<file path="config.mk">
export PLATFORM = sky130hd
export DESIGN_NAME = ibm_monitor
export DESIGN_NICKNAME = d
export VERILOG_FILES = /design/src/ibm_pkg.sv /design/src/ibm_monitor.sv
export SDC_FILE = /design/constraint.sdc
export NUM_CORES = 1
export LEC_CHECK = 0
export BUFFER_PORTS_ARGS = -buffer_cell sky130_fd_sc_hd__buf_2
export CORE_ASPECT_RATIO = 1.2
export CORE_MARGIN = 5
export CORE_UTILIZATION = 55
export DETAILED_ROUTE_END_ITERATION = 8
export GPL_TIMING_DRIVEN = 0
export PLACE_DENSITY_LB_ADDON = 0.08
export SYNTH_ARGS = -nofsm -noshare
export SYNTH_HDL_FRONTEND = slang
export SYNTH_SLANG_ARGS = --single-unit
</file>
<file path="constraint.sdc">
create_clock -name pclk -period 3.8 [get_ports pclk]
set_input_delay 0 -clock pclk [delete_from_list [all_inputs] [get_ports pclk]]
set_output_delay 0 -clock pclk [all_outputs]
set_load 0.03 [all_outputs]
</file>
<file path="src/ibm_pkg.sv">
/*
 * Constants, register map and types for the two-wire bus trigger monitor.
 * Assumes an APB slave port with 32-bit data and byte addresses.
 */
package ibm_pkg;
    // ****************************************
    // Register map
    // ****************************************
    localparam logic [7:0] OFS_CTRL  = 8'h00;
    localparam logic [7:0] OFS_ADDR  = 8'h04;
    localparam logic [7:0] OFS_MATCH = 8'h08;
    localparam logic [7:0] OFS_STAT  = 8'h0C;
    localparam logic [7:0] OFS_FADDR = 8'h10;
    localparam logic [7:0] OFS_FDATA = 8'h14;
    localparam logic [7:0] OFS_FTIME = 8'h18;
    // CTRL, MATCH, STAT and FADDR fields
    localparam int CT_COND = 0;
    localparam int CT_A10  = 3;
    localparam int CT_QUAL = 4;
    localparam int CT_DIR  = 6;
    localparam int CT_M1EN = 7;
    localparam int CT_M2EN = 8;
    localparam int CT_M1WC = 9;
    localparam int CT_M2WC = 10;
    localparam int CT_CNT  = 11;
    localparam int MT_M2   = 8;
    localparam int ST_BUSY = 16;
    localparam int FA_RW   = 10;
    localparam int FA_CNT  = 12;
    // ****************************************
    // Values
    // ****************************************
    localparam logic [3:0] CNT_MIN  = 4'h1;
    localparam logic [3:0] CNT_MAX  = 4'hC;
    localparam logic [3:0] ACK_SLOT = 4'h8;
    localparam logic [3:0] MEM_NIB  = 4'hA;
    localparam logic [4:0] HDR10    = 5'h1E;
    localparam logic [9:0] MASK7    = 10'h07F;
    typedef enum logic [2:0] {
        C_START = 3'h0, C_STOP = 3'h1, C_RESTART = 3'h2, C_NOACK = 3'h3,
        C_MEM = 3'h4, C_ADDR7 = 3'h5, C_ADDR10 = 3'h6, C_COUNT = 3'h7
    } ibm_cond_e;
    typedef enum logic [1:0] {
        Q_EQ = 2'h0, Q_LT = 2'h1, Q_GT = 2'h2, Q_RSV = 2'h3
    } ibm_qual_e;
    typedef enum logic [1:0] {
        S_IDLE = 2'b01, S_FRAME = 2'b10
    } ibm_state_e;
endpackage

</file>
<file path="src/ibm_monitor.sv">
/*
 * Passive two-wire bus trigger monitor with APB registers and a frame
 * report. Assumes scl_in and sda_in are asynchronous bus levels and
 * that pclk is many times faster than the bus clock.
 */
`timescale 1ns/1ns
module ibm_monitor
    import ibm_pkg::*;
#(
    parameter int TS_W = 32
) (
    input  wire logic        pclk,
    input  wire logic        presetn,
    input  wire logic        psel,
    input  wire logic        penable,
    input  wire logic        pwrite,
    input  wire logic [7:0]  paddr,
    input  wire logic [31:0] pwdata,
    output logic [31:0]      prdata,
    output logic             pready,
    output logic             pslverr,
    input  wire logic        scl_in,
    input  wire logic        sda_in,
    output logic             trig_pulse,
    output logic             frame_valid,
    output logic [9:0]       frame_addr,
    output logic             frame_rw,
    output logic [3:0]       frame_bytes,
    output logic [31:0]      frame_data,
    output logic [TS_W-1:0]  frame_time
);
    // ****************************************
    // Line synchronisers
    // ****************************************
    logic [2:0] scl_ff, sda_ff;
    always_ff @(posedge pclk or negedge presetn) begin
        if (!presetn) begin
            scl_ff <= 3'h7;
            sda_ff <= 3'h7;
        end else begin
            scl_ff <= {scl_ff[1:0], scl_in};
            sda_ff <= {sda_ff[1:0], sda_in};
        end
    end
    logic scl, sda, scl_rise, start_det, stop_det;
    assign scl       = scl_ff[1];
    assign sda       = sda_ff[1];
    assign scl_rise  = scl && !scl_ff[2];
    assign start_det = scl && scl_ff[2] && !sda && sda_ff[2];
    assign stop_det  = scl && scl_ff[2] && sda && !sda_ff[2];

    // ****************************************
    // Configuration and APB slave
    // ****************************************
    ibm_cond_e   cond_ff, nxt_cond;
    ibm_qual_e   qual_ff, nxt_qual;
    logic        a10_ff, dir_ff, m1en_ff, m2en_ff, m1wc_ff, m2wc_ff;
    logic        nxt_a10, nxt_dir, nxt_m1en, nxt_m2en, nxt_m1wc, nxt_m2wc;
    logic [3:0]  cnt_ff, nxt_cnt, wcnt;
    logic [9:0]  taddr_ff, nxt_taddr;
    logic [7:0]  m1_ff, m2_ff, nxt_m1, nxt_m2;
    logic [31:0] prdata_ff, nxt_prdata, rword;
    logic        pready_ff, nxt_pready, pslverr_ff, nxt_pslverr, hit;
    logic [15:0] tcnt_ff, nxt_tcnt;
    ibm_state_e  state_ff, nxt_state;
    logic [9:0]  o_addr_ff;
    logic        o_rw_ff;
    logic [3:0]  o_bytes_ff;
    logic [31:0] o_data_ff;
    logic [TS_W-1:0] o_time_ff;

    always_comb begin
        hit   = 1'b1;
        rword = 32'h0000_0000;
        unique case (paddr)
            OFS_CTRL: begin
                rword[CT_COND+:3] = cond_ff;
                rword[CT_A10]     = a10_ff;
                rword[CT_QUAL+:2] = qual_ff;
                rword[CT_DIR]     = dir_ff;
                rword[CT_M1EN]    = m1en_ff;
                rword[CT_M2EN]    = m2en_ff;
                rword[CT_M1WC]    = m1wc_ff;
                rword[CT_M2WC]    = m2wc_ff;
                rword[CT_CNT+:4]  = cnt_ff;
            end
            OFS_ADDR:  rword[9:0] = taddr_ff;
            OFS_MATCH: rword[15:0] = {m2_ff, m1_ff};
            OFS_STAT: begin
                rword[15:0]    = tcnt_ff;
                rword[ST_BUSY] = (state_ff == S_FRAME);
            end
            OFS_FADDR: begin
                rword[9:0]        = o_addr_ff;
                rword[FA_RW]      = o_rw_ff;
                rword[FA_CNT+:4]  = o_bytes_ff;
            end
            OFS_FDATA: rword = o_data_ff;
            OFS_FTIME: rword[TS_W-1:0] = o_time_ff;
            default:   hit = 1'b0;
        endcase
        // Out-of-range counts are clamped, not rejected
        wcnt = pwdata[CT_CNT+:4];
        if (wcnt < CNT_MIN) begin
            wcnt = CNT_MIN;
        end else if (wcnt > CNT_MAX) begin
            wcnt = CNT_MAX;
        end
        nxt_pready  = psel && penable && !pready_ff;
        nxt_prdata  = nxt_pready ? rword : prdata_ff;
        nxt_pslverr = nxt_pready ? !hit : pslverr_ff;
        nxt_cond  = cond_ff;
        nxt_qual  = qual_ff;
        nxt_a10   = a10_ff;
        nxt_dir   = dir_ff;
        nxt_m1en  = m1en_ff;
        nxt_m2en  = m2en_ff;
        nxt_m1wc  = m1wc_ff;
        nxt_m2wc  = m2wc_ff;
        nxt_cnt   = cnt_ff;
        nxt_taddr = taddr_ff;
        nxt_m1    = m1_ff;
        nxt_m2    = m2_ff;
        // Write commits on the edge that samples pready high
        if (psel && penable && pready_ff && pwrite) begin
            if (paddr == OFS_CTRL) begin
                nxt_cond = ibm_cond_e'(pwdata[CT_COND+:3]);
                nxt_a10  = pwdata[CT_A10];
                nxt_qual = ibm_qual_e'(pwdata[CT_QUAL+:2]);
                nxt_dir  = pwdata[CT_DIR];
                nxt_m1en = pwdata[CT_M1EN];
                nxt_m2en = pwdata[CT_M2EN];
                nxt_m1wc = pwdata[CT_M1WC];
                nxt_m2wc = pwdata[CT_M2WC];
                nxt_cnt  = wcnt;
            end
            if (paddr == OFS_ADDR) begin
                nxt_taddr = pwdata[9:0];
            end
            if (paddr == OFS_MATCH) begin
                nxt_m1 = pwdata[7:0];
                nxt_m2 = pwdata[MT_M2+:8];
            end
        end
    end

    always_ff @(posedge pclk or negedge presetn) begin
        if (!presetn) begin
            cond_ff    <= C_START;
            qual_ff    <= Q_EQ;
            a10_ff     <= 1'b0;
            dir_ff     <= 1'b0;
            m1en_ff    <= 1'b0;
            m2en_ff    <= 1'b0;
            m1wc_ff    <= 1'b0;
            m2wc_ff    <= 1'b0;
            cnt_ff     <= CNT_MIN;
            taddr_ff   <= 10'h000;
            m1_ff      <= 8'h00;
            m2_ff      <= 8'h00;
            prdata_ff  <= 32'h0000_0000;
            pready_ff  <= 1'b0;
            pslverr_ff <= 1'b0;
        end else begin
            cond_ff    <= nxt_cond;
            qual_ff    <= nxt_qual;
            a10_ff     <= nxt_a10;
            dir_ff     <= nxt_dir;
            m1en_ff    <= nxt_m1en;
            m2en_ff    <= nxt_m2en;
            m1wc_ff    <= nxt_m1wc;
            m2wc_ff    <= nxt_m2wc;
            cnt_ff     <= nxt_cnt;
            taddr_ff   <= nxt_taddr;
            m1_ff      <= nxt_m1;
            m2_ff      <= nxt_m2;
            prdata_ff  <= nxt_prdata;
            pready_ff  <= nxt_pready;
            pslverr_ff <= nxt_pslverr;
        end
    end

    // ****************************************
    // Frame decoder and trigger
    // ****************************************
    logic [3:0]  bit_ff, nxt_bit, byte_ff, nxt_byte, nb_ff, nxt_nb;
    logic [7:0]  sr_ff, nxt_sr;
    logic        is10_ff, nxt_is10, rw_ff, nxt_rw, m1p_ff, nxt_m1p;
    logic        arm_ff, nxt_arm, trig_ff, nxt_trig, fval_ff, nxt_fval;
    logic [9:0]  fa_ff, nxt_fa;
    logic [31:0] fd_ff, nxt_fd;
    logic [TS_W-1:0] now_ff, tat_ff, fst_ff, nxt_tat, nxt_fst;
    logic [9:0]  nxt_o_addr;
    logic        nxt_o_rw;
    logic [3:0]  nxt_o_bytes;
    logic [31:0] nxt_o_data;
    logic [TS_W-1:0] nxt_o_time;
    logic        fire, ack_slot, addr_hit, m1_hit, m2_hit, d_hit, q_hit;
    logic        in_frame;

    assign in_frame = (state_ff == S_FRAME);
    assign ack_slot = scl_rise && in_frame && !start_det && !stop_det
                      && (bit_ff == ACK_SLOT);
    assign addr_hit = (cond_ff == C_ADDR7)
                      ? (!is10_ff && fa_ff == (taddr_ff & MASK7))
                      : (is10_ff && fa_ff == taddr_ff);
    assign m1_hit   = m1wc_ff || sr_ff == m1_ff;
    assign m2_hit   = m2wc_ff || sr_ff == m2_ff;

    always_comb begin
        // No match byte enabled: any data byte matches
        d_hit = 1'b1;
        if (m1en_ff && m2en_ff) begin
            d_hit = m1p_ff && m2_hit;
        end else if (m1en_ff) begin
            d_hit = m1_hit;
        end else if (m2en_ff) begin
            d_hit = m2_hit;
        end
        unique case (qual_ff)
            Q_LT:    q_hit = sr_ff < m1_ff;
            Q_GT:    q_hit = sr_ff > m1_ff;
            default: q_hit = sr_ff == m1_ff;
        endcase
    end

    always_comb begin
        fire      = 1'b0;
        nxt_state = state_ff;
        nxt_bit   = bit_ff;
        nxt_byte  = byte_ff;
        nxt_nb    = nb_ff;
        nxt_sr    = sr_ff;
        nxt_is10  = is10_ff;
        nxt_rw    = rw_ff;
        nxt_m1p   = m1p_ff;
        nxt_arm   = arm_ff;
        nxt_fa    = fa_ff;
        nxt_fd    = fd_ff;
        nxt_fst   = fst_ff;
        nxt_fval  = 1'b0;
        nxt_o_addr  = o_addr_ff;
        nxt_o_rw    = o_rw_ff;
        nxt_o_bytes = o_bytes_ff;
        nxt_o_data  = o_data_ff;
        nxt_o_time  = o_time_ff;
        if ((start_det || stop_det) && in_frame && byte_ff != 4'h0) begin
            nxt_fval    = 1'b1;
            nxt_o_addr  = fa_ff;
            nxt_o_rw    = rw_ff;
            nxt_o_bytes = nb_ff;
            nxt_o_data  = fd_ff;
            nxt_o_time  = fst_ff - tat_ff;
        end
        if (start_det) begin
            fire = (cond_ff == C_START)
                   || (cond_ff == C_RESTART && in_frame);
            nxt_state = S_FRAME;
            nxt_bit   = 4'h0;
            nxt_byte  = 4'h0;
            nxt_nb    = 4'h0;
            nxt_m1p   = 1'b0;
            nxt_fd    = 32'h0000_0000;
            nxt_fst   = now_ff;
        end else if (stop_det) begin
            fire = (cond_ff == C_STOP)
                   || (cond_ff == C_COUNT && in_frame
                       && nb_ff == cnt_ff && is10_ff == a10_ff);
            nxt_state = S_IDLE;
            nxt_arm   = 1'b0;
        end else if (scl_rise && in_frame) begin
            if (bit_ff != ACK_SLOT) begin
                nxt_sr  = {sr_ff[6:0], sda};
                nxt_bit = bit_ff + 4'h1;
            end else begin
                nxt_bit  = 4'h0;
                nxt_byte = (byte_ff == 4'hF) ? byte_ff : byte_ff + 4'h1;
                if (cond_ff == C_NOACK && sda) begin
                    fire = 1'b1;
                end
                if (byte_ff == 4'h0) begin
                    nxt_is10 = a10_ff && sr_ff[7:3] == HDR10;
                    nxt_fa   = nxt_is10 ? {sr_ff[2:1], 8'h00}
                                        : {3'h0, sr_ff[7:1]};
                    nxt_rw   = sr_ff[0];
                    if (sr_ff[7:4] == MEM_NIB && sr_ff[0] && !sda) begin
                        nxt_arm = 1'b1;
                    end
                end else if (is10_ff && byte_ff == 4'h1) begin
                    nxt_fa = {fa_ff[9:8], sr_ff};
                end else begin
                    nxt_nb  = (nb_ff == 4'hF) ? nb_ff : nb_ff + 4'h1;
                    nxt_fd  = {fd_ff[23:0], sr_ff};
                    nxt_m1p = m1en_ff && m1_hit;
                    if ((cond_ff == C_ADDR7 || cond_ff == C_ADDR10)
                        && addr_hit && d_hit
                        && rw_ff == dir_ff) begin
                        fire = 1'b1;
                    end
                    if (cond_ff == C_MEM && arm_ff && q_hit) begin
                        fire = 1'b1;
                    end
                end
            end
        end
        nxt_trig = fire;
        nxt_tat  = fire ? now_ff : tat_ff;
        nxt_tcnt = fire ? tcnt_ff + 16'h0001 : tcnt_ff;
    end

    always_ff @(posedge pclk or negedge presetn) begin
        if (!presetn) begin
            state_ff   <= S_IDLE;
            bit_ff     <= 4'h0;
            byte_ff    <= 4'h0;
            nb_ff      <= 4'h0;
            sr_ff      <= 8'h00;
            is10_ff    <= 1'b0;
            rw_ff      <= 1'b0;
            m1p_ff     <= 1'b0;
            arm_ff     <= 1'b0;
            fa_ff      <= 10'h000;
            fd_ff      <= 32'h0000_0000;
            now_ff     <= '0;
            tat_ff     <= '0;
            fst_ff     <= '0;
            trig_ff    <= 1'b0;
            fval_ff    <= 1'b0;
            tcnt_ff    <= 16'h0000;
            o_addr_ff  <= 10'h000;
            o_rw_ff    <= 1'b0;
            o_bytes_ff <= 4'h0;
            o_data_ff  <= 32'h0000_0000;
            o_time_ff  <= '0;
        end else begin
            state_ff   <= nxt_state;
            bit_ff     <= nxt_bit;
            byte_ff    <= nxt_byte;
            nb_ff      <= nxt_nb;
            sr_ff      <= nxt_sr;
            is10_ff    <= nxt_is10;
            rw_ff      <= nxt_rw;
            m1p_ff     <= nxt_m1p;
            arm_ff     <= nxt_arm;
            fa_ff      <= nxt_fa;
            fd_ff      <= nxt_fd;
            // Free-running; wrap gives signed offsets
            now_ff     <= now_ff + 1'b1;
            tat_ff     <= nxt_tat;
            fst_ff     <= nxt_fst;
            trig_ff    <= nxt_trig;
            fval_ff    <= nxt_fval;
            tcnt_ff    <= nxt_tcnt;
            o_addr_ff  <= nxt_o_addr;
            o_rw_ff    <= nxt_o_rw;
            o_bytes_ff <= nxt_o_bytes;
            o_data_ff  <= nxt_o_data;
            o_time_ff  <= nxt_o_time;
        end
    end

    assign prdata      = prdata_ff;
    assign pready      = pready_ff;
    assign pslverr     = pslverr_ff;
    assign trig_pulse  = trig_ff;
    assign frame_valid = fval_ff;
    assign frame_addr  = o_addr_ff;
    assign frame_rw    = o_rw_ff;
    assign frame_bytes = o_bytes_ff;
    assign frame_data  = o_data_ff;
    assign frame_time  = o_time_ff;
endmodule

</file>
==> impl_metrics.ini <==
[grt]
track_usage_pct = 27.74
grt_pass1_wl_um = 72370
grt_pass1_vias = 13010
antenna_found_initial = 0
grt_max_degree = 126
grt-ovfl-total = 0

[placed_design]
place.gp.congestion = 0.9629
portBuffers = 145
dp_slack_ns = -0.1180
dp_hpwl_um = 34150
dpl_cell_area_sq_um = 17470

[power_and_ir_drop]
peakVddDrop_mv = 0.2633
p_int_uw = 6118
p_per_area_nw_per_um2 = 430.0
combinationalPowerShare_pct = 9.4
pwr-share-seq_pct = 47.5
power.net_switching_uw = 1992
p_leak_uw = 0.009599
sw_frac_of_total_pct = 24.56
p_clk_share_pct = 43.1

[timing]
timing.fmax_ghz = 0.2836
max_slew.worst_pin.slew_ns = 1.048
hold_violations = 0
setup_slack_ns = 0.2741
clock_skew_ns = 0.01413
setup_viol = 0
holdWs_ns = 0.06319
drv_slew = 0
max_slew_margin_pct = 29.52
finalCritPeriodShare_pct = 92.79
fin_crit_ns = 3.526
grt_setup_unrepaired = false

[routing]
ant_nets = 0
drtPass1Iterations = 9
viasPerCell = 5.790
wl_um = 46170
vias = 13100
first_iter_violations = 1135
drcViolationCount = 0
wire_per_inst_um = 20.41

[layout]
seq_area_sq_um = 8568
final_cell_area_sq_um = 18860
most-common-layout-cells = 402 x nand2_1, 334 x dfrtp_1, 153 x buf_2
multi_input_area_sq_um = 7064
num-fill-cells = 2432
diodes = 0
fin_nets = 1953
drive_above_1_share_pct = 15.66
syn_to_final_growth_pct = 16.44
final_util_pct = 65.19
final_common_cell = nand2_1

[synth]
synth_area_leaders = dfrtp_1 52%, nand2_1 9.3%, mux2_2 4.5%, ha_1 3.8%, xor2_1 3.1%
ys.flop_type = dfrtp_1
synthDistinctLibCells = 64
synth_edf_count = 0
syn-mean-instance-area_sq_um = 9.821
synth_cells = 1649
yosysWarnings = 0
synth.top_cell.area_share_pct = 51.61
netlist_area_sq_um = 16200
synth_top_area_cell = dfrtp_1
async_flop_share_pct = 100.0
syn_nets = 1746
ys_seq_elements = 342
synth-seq-area-share_pct = 52.90

[floorplan]
ioPinCount = 162
die_x_um = 166.7
core_area_sq_um = 28930
start_util_pct = 55.99
die_area_sq_um = 32990
core.rowCount = 68
die_h_um = 198.0

[critical_path]
worstSetupStartpointType = flop
worst-path-max-fanout = 10
arrival_ns = 3.92
path_class = reg2reg
slowest_stage = o21ai_2
reg2regPathDepth = 9
path_cells = ha_1 -> nand4_1 -> or2_2 -> a221oi_1 -> and4b_1 -> o21ai_2 -> clkbuf_1 -> nor3_1 -> xor2_1
crit_path_max_incr_delay_ns = 0.61
rr_endpoint = tcnt_ff[11]$_DFFE_PN0P_
timing.rr.start = sr_ff[7]$_DFFE_PN0P_
rrSetupSlack_ns = 0.27
crit_required_ns = 4.19
end_kind = flop

[flow_run]
max_cap_violations = 0

[clock_network]
clock-sinks = 342
clockBufferDepth = 3
post_cts_buffers = 0
cts_root_buf = clkbuf_16
clk-insertion-delay-late_ns = 0.52
cts.htree.levels = 2
clk_pin_slew_ns = 0.06
cts_tree = done
cts_buffers = 36

[outcome]
status = completed

[min_path]
hp-class = in2async
[cell usage after synthesis, types with 3 or more instances]
cell type and count:
a222oi_1 13, and4b_1 4, nor3_1 16, o21ai_0 76
mux2_2 65, a21o_1 12, o21a_1 8, and4_1 6
o31ai_1 8, a31oi_1 21, a21oi_1 59, or2_2 4
and3_1 15, o211ai_1 11, nor3b_1 5, nor2b_1 6
a22oi_1 30, a221oi_1 18, or3_1 4, buf_2 9
ha_1 49, a22o_1 12, nor2_1 82, xnor2_1 46
dfrtp_1 334, inv_1 72, nand4_1 14, and2_1 5
clkbuf_1 66, nand2_1 402, xor2_1 57, nand3_1 48
a211oi_1 6, dfstp_2 8, nand2b_1 10, nor4_1 11
nor4b_1 3, nand4b_1 4
[metal layers]
metal / up-vias / global-route usage, % / share of wire, %
li1: 6087 / - / -
met1: 6401 / 34.79 / 40
met2: 490 / 47.49 / 49
met3: 120 / 5.232 / 6.7
met4: 0 / 11.85 / 4.4
met5: - / 0 / 0
[logic make-up (layout without fill, tap and decap cells)]
family	count (synthesis)	count (layout)	share of synthesized area (%)
adder cells (fa/ha/maj)	50	50	3.909
XOR/XNOR	103	103	5.570
flip-flops	342	342	52.90
multiplexers	66	66	4.581
buffers and inverters	148	376	3.500
AND/OR/NAND/NOR	648	648	17.61
AO/OA/AOI/OAI	292	292	11.93
[critical path, delay by kind of cell, from the launching register on]
kind,cells,cell delay [ns]
AOI/OAI and AO/OA,2,0.84
and+or+nand+nor,4,0.88
DFF,1,0.56
xor gates and xnor gates,1,0.18
adders and majority gates,1,0.39
buffers and inverters,1,0.54
[worst max path at each step]
| stage | start | to | slack [ns] | cells after the start |
|---|---|---|---|---|
| 2_1_floorplan | sr_ff[7]$_DFFE_PN0P_ | tat_ff[10]$_DFFE_PN0P_ | 1.21 | 8 |
| 3_3_place_gp | presetn | now_ff[28]$_DFF_PN0_ | -3.72 | 1 |
| 3_5_place_dp | sr_ff[7]$_DFFE_PN0P_ | tcnt_ff[5]$_DFFE_PN0P_ | -0.12 | 9 |
| 4_1_cts | sr_ff[7]$_DFFE_PN0P_ | tcnt_ff[5]$_DFFE_PN0P_ | 0.20 | 9 |
| 5_1_grt | sr_ff[7]$_DFFE_PN0P_ | tcnt_ff[10]$_DFFE_PN0P_ | 0.09 | 9 |
| 6_report | sr_ff[7]$_DFFE_PN0P_ | tcnt_ff[11]$_DFFE_PN0P_ | 0.27 | 9 |
[registers in the layout, indices dropped and copies added (netlist names), 4 cells and up]
register / count
tat_ff: 32
fst_ff: 32
byte_ff: 4
now_ff: 32
m1_ff: 8
frame_data: 32
frame_addr: 10
fa_ff: 10
frame_time: 32
frame_bytes: 4
fd_ff: 32
sr_ff: 8
cnt_ff: 4
m2_ff: 8
bit_ff: 4
taddr_ff: 10
nb_ff: 4
tcnt_ff: 16
prdata: 32
[per-stage QoR]
step / std cells / TNS [ns] / power, uW
final: 2262 / 0 / 8110
after global routing: 2262 / 0 / 8380
after CTS: 2262 / 0 / 8148
after detailed placement: 2181 / -0.2233 / 4661
after global placement: 2179 / -1240.40 / 4635
after floorplan: 1649 / 0 / 4357
[layout make-up]
cell class,count,area share (%)
clock inverters,6,0.4711
clock buffers,53,5.706
flip-flops and latches,342,45.44
multi-input cells,1159,37.46
plain buffers,76,1.579
well taps,385,2.554
inverters,72,1.433
repair buffers,169,5.361
[timing repair]
action,4_1_cts,5_1_grt
endpoints found under the hold margin,137,0
hold buffers,22,0
endpoints found under the setup margin,2,2
gates cloned,0,0
gates resized for setup,1,2
[power groups by stage]
stage	registers, uW	clock network [uW]	logic [uW]
floorplan	3940	0	421
CTS	3850	3530	771
finish	3850	3500	764
global route	3850	3670	855
global placement	3910	0	725
detailed placement	3910	0	749
No activity file was read; power rests on OpenSTA's default activity.
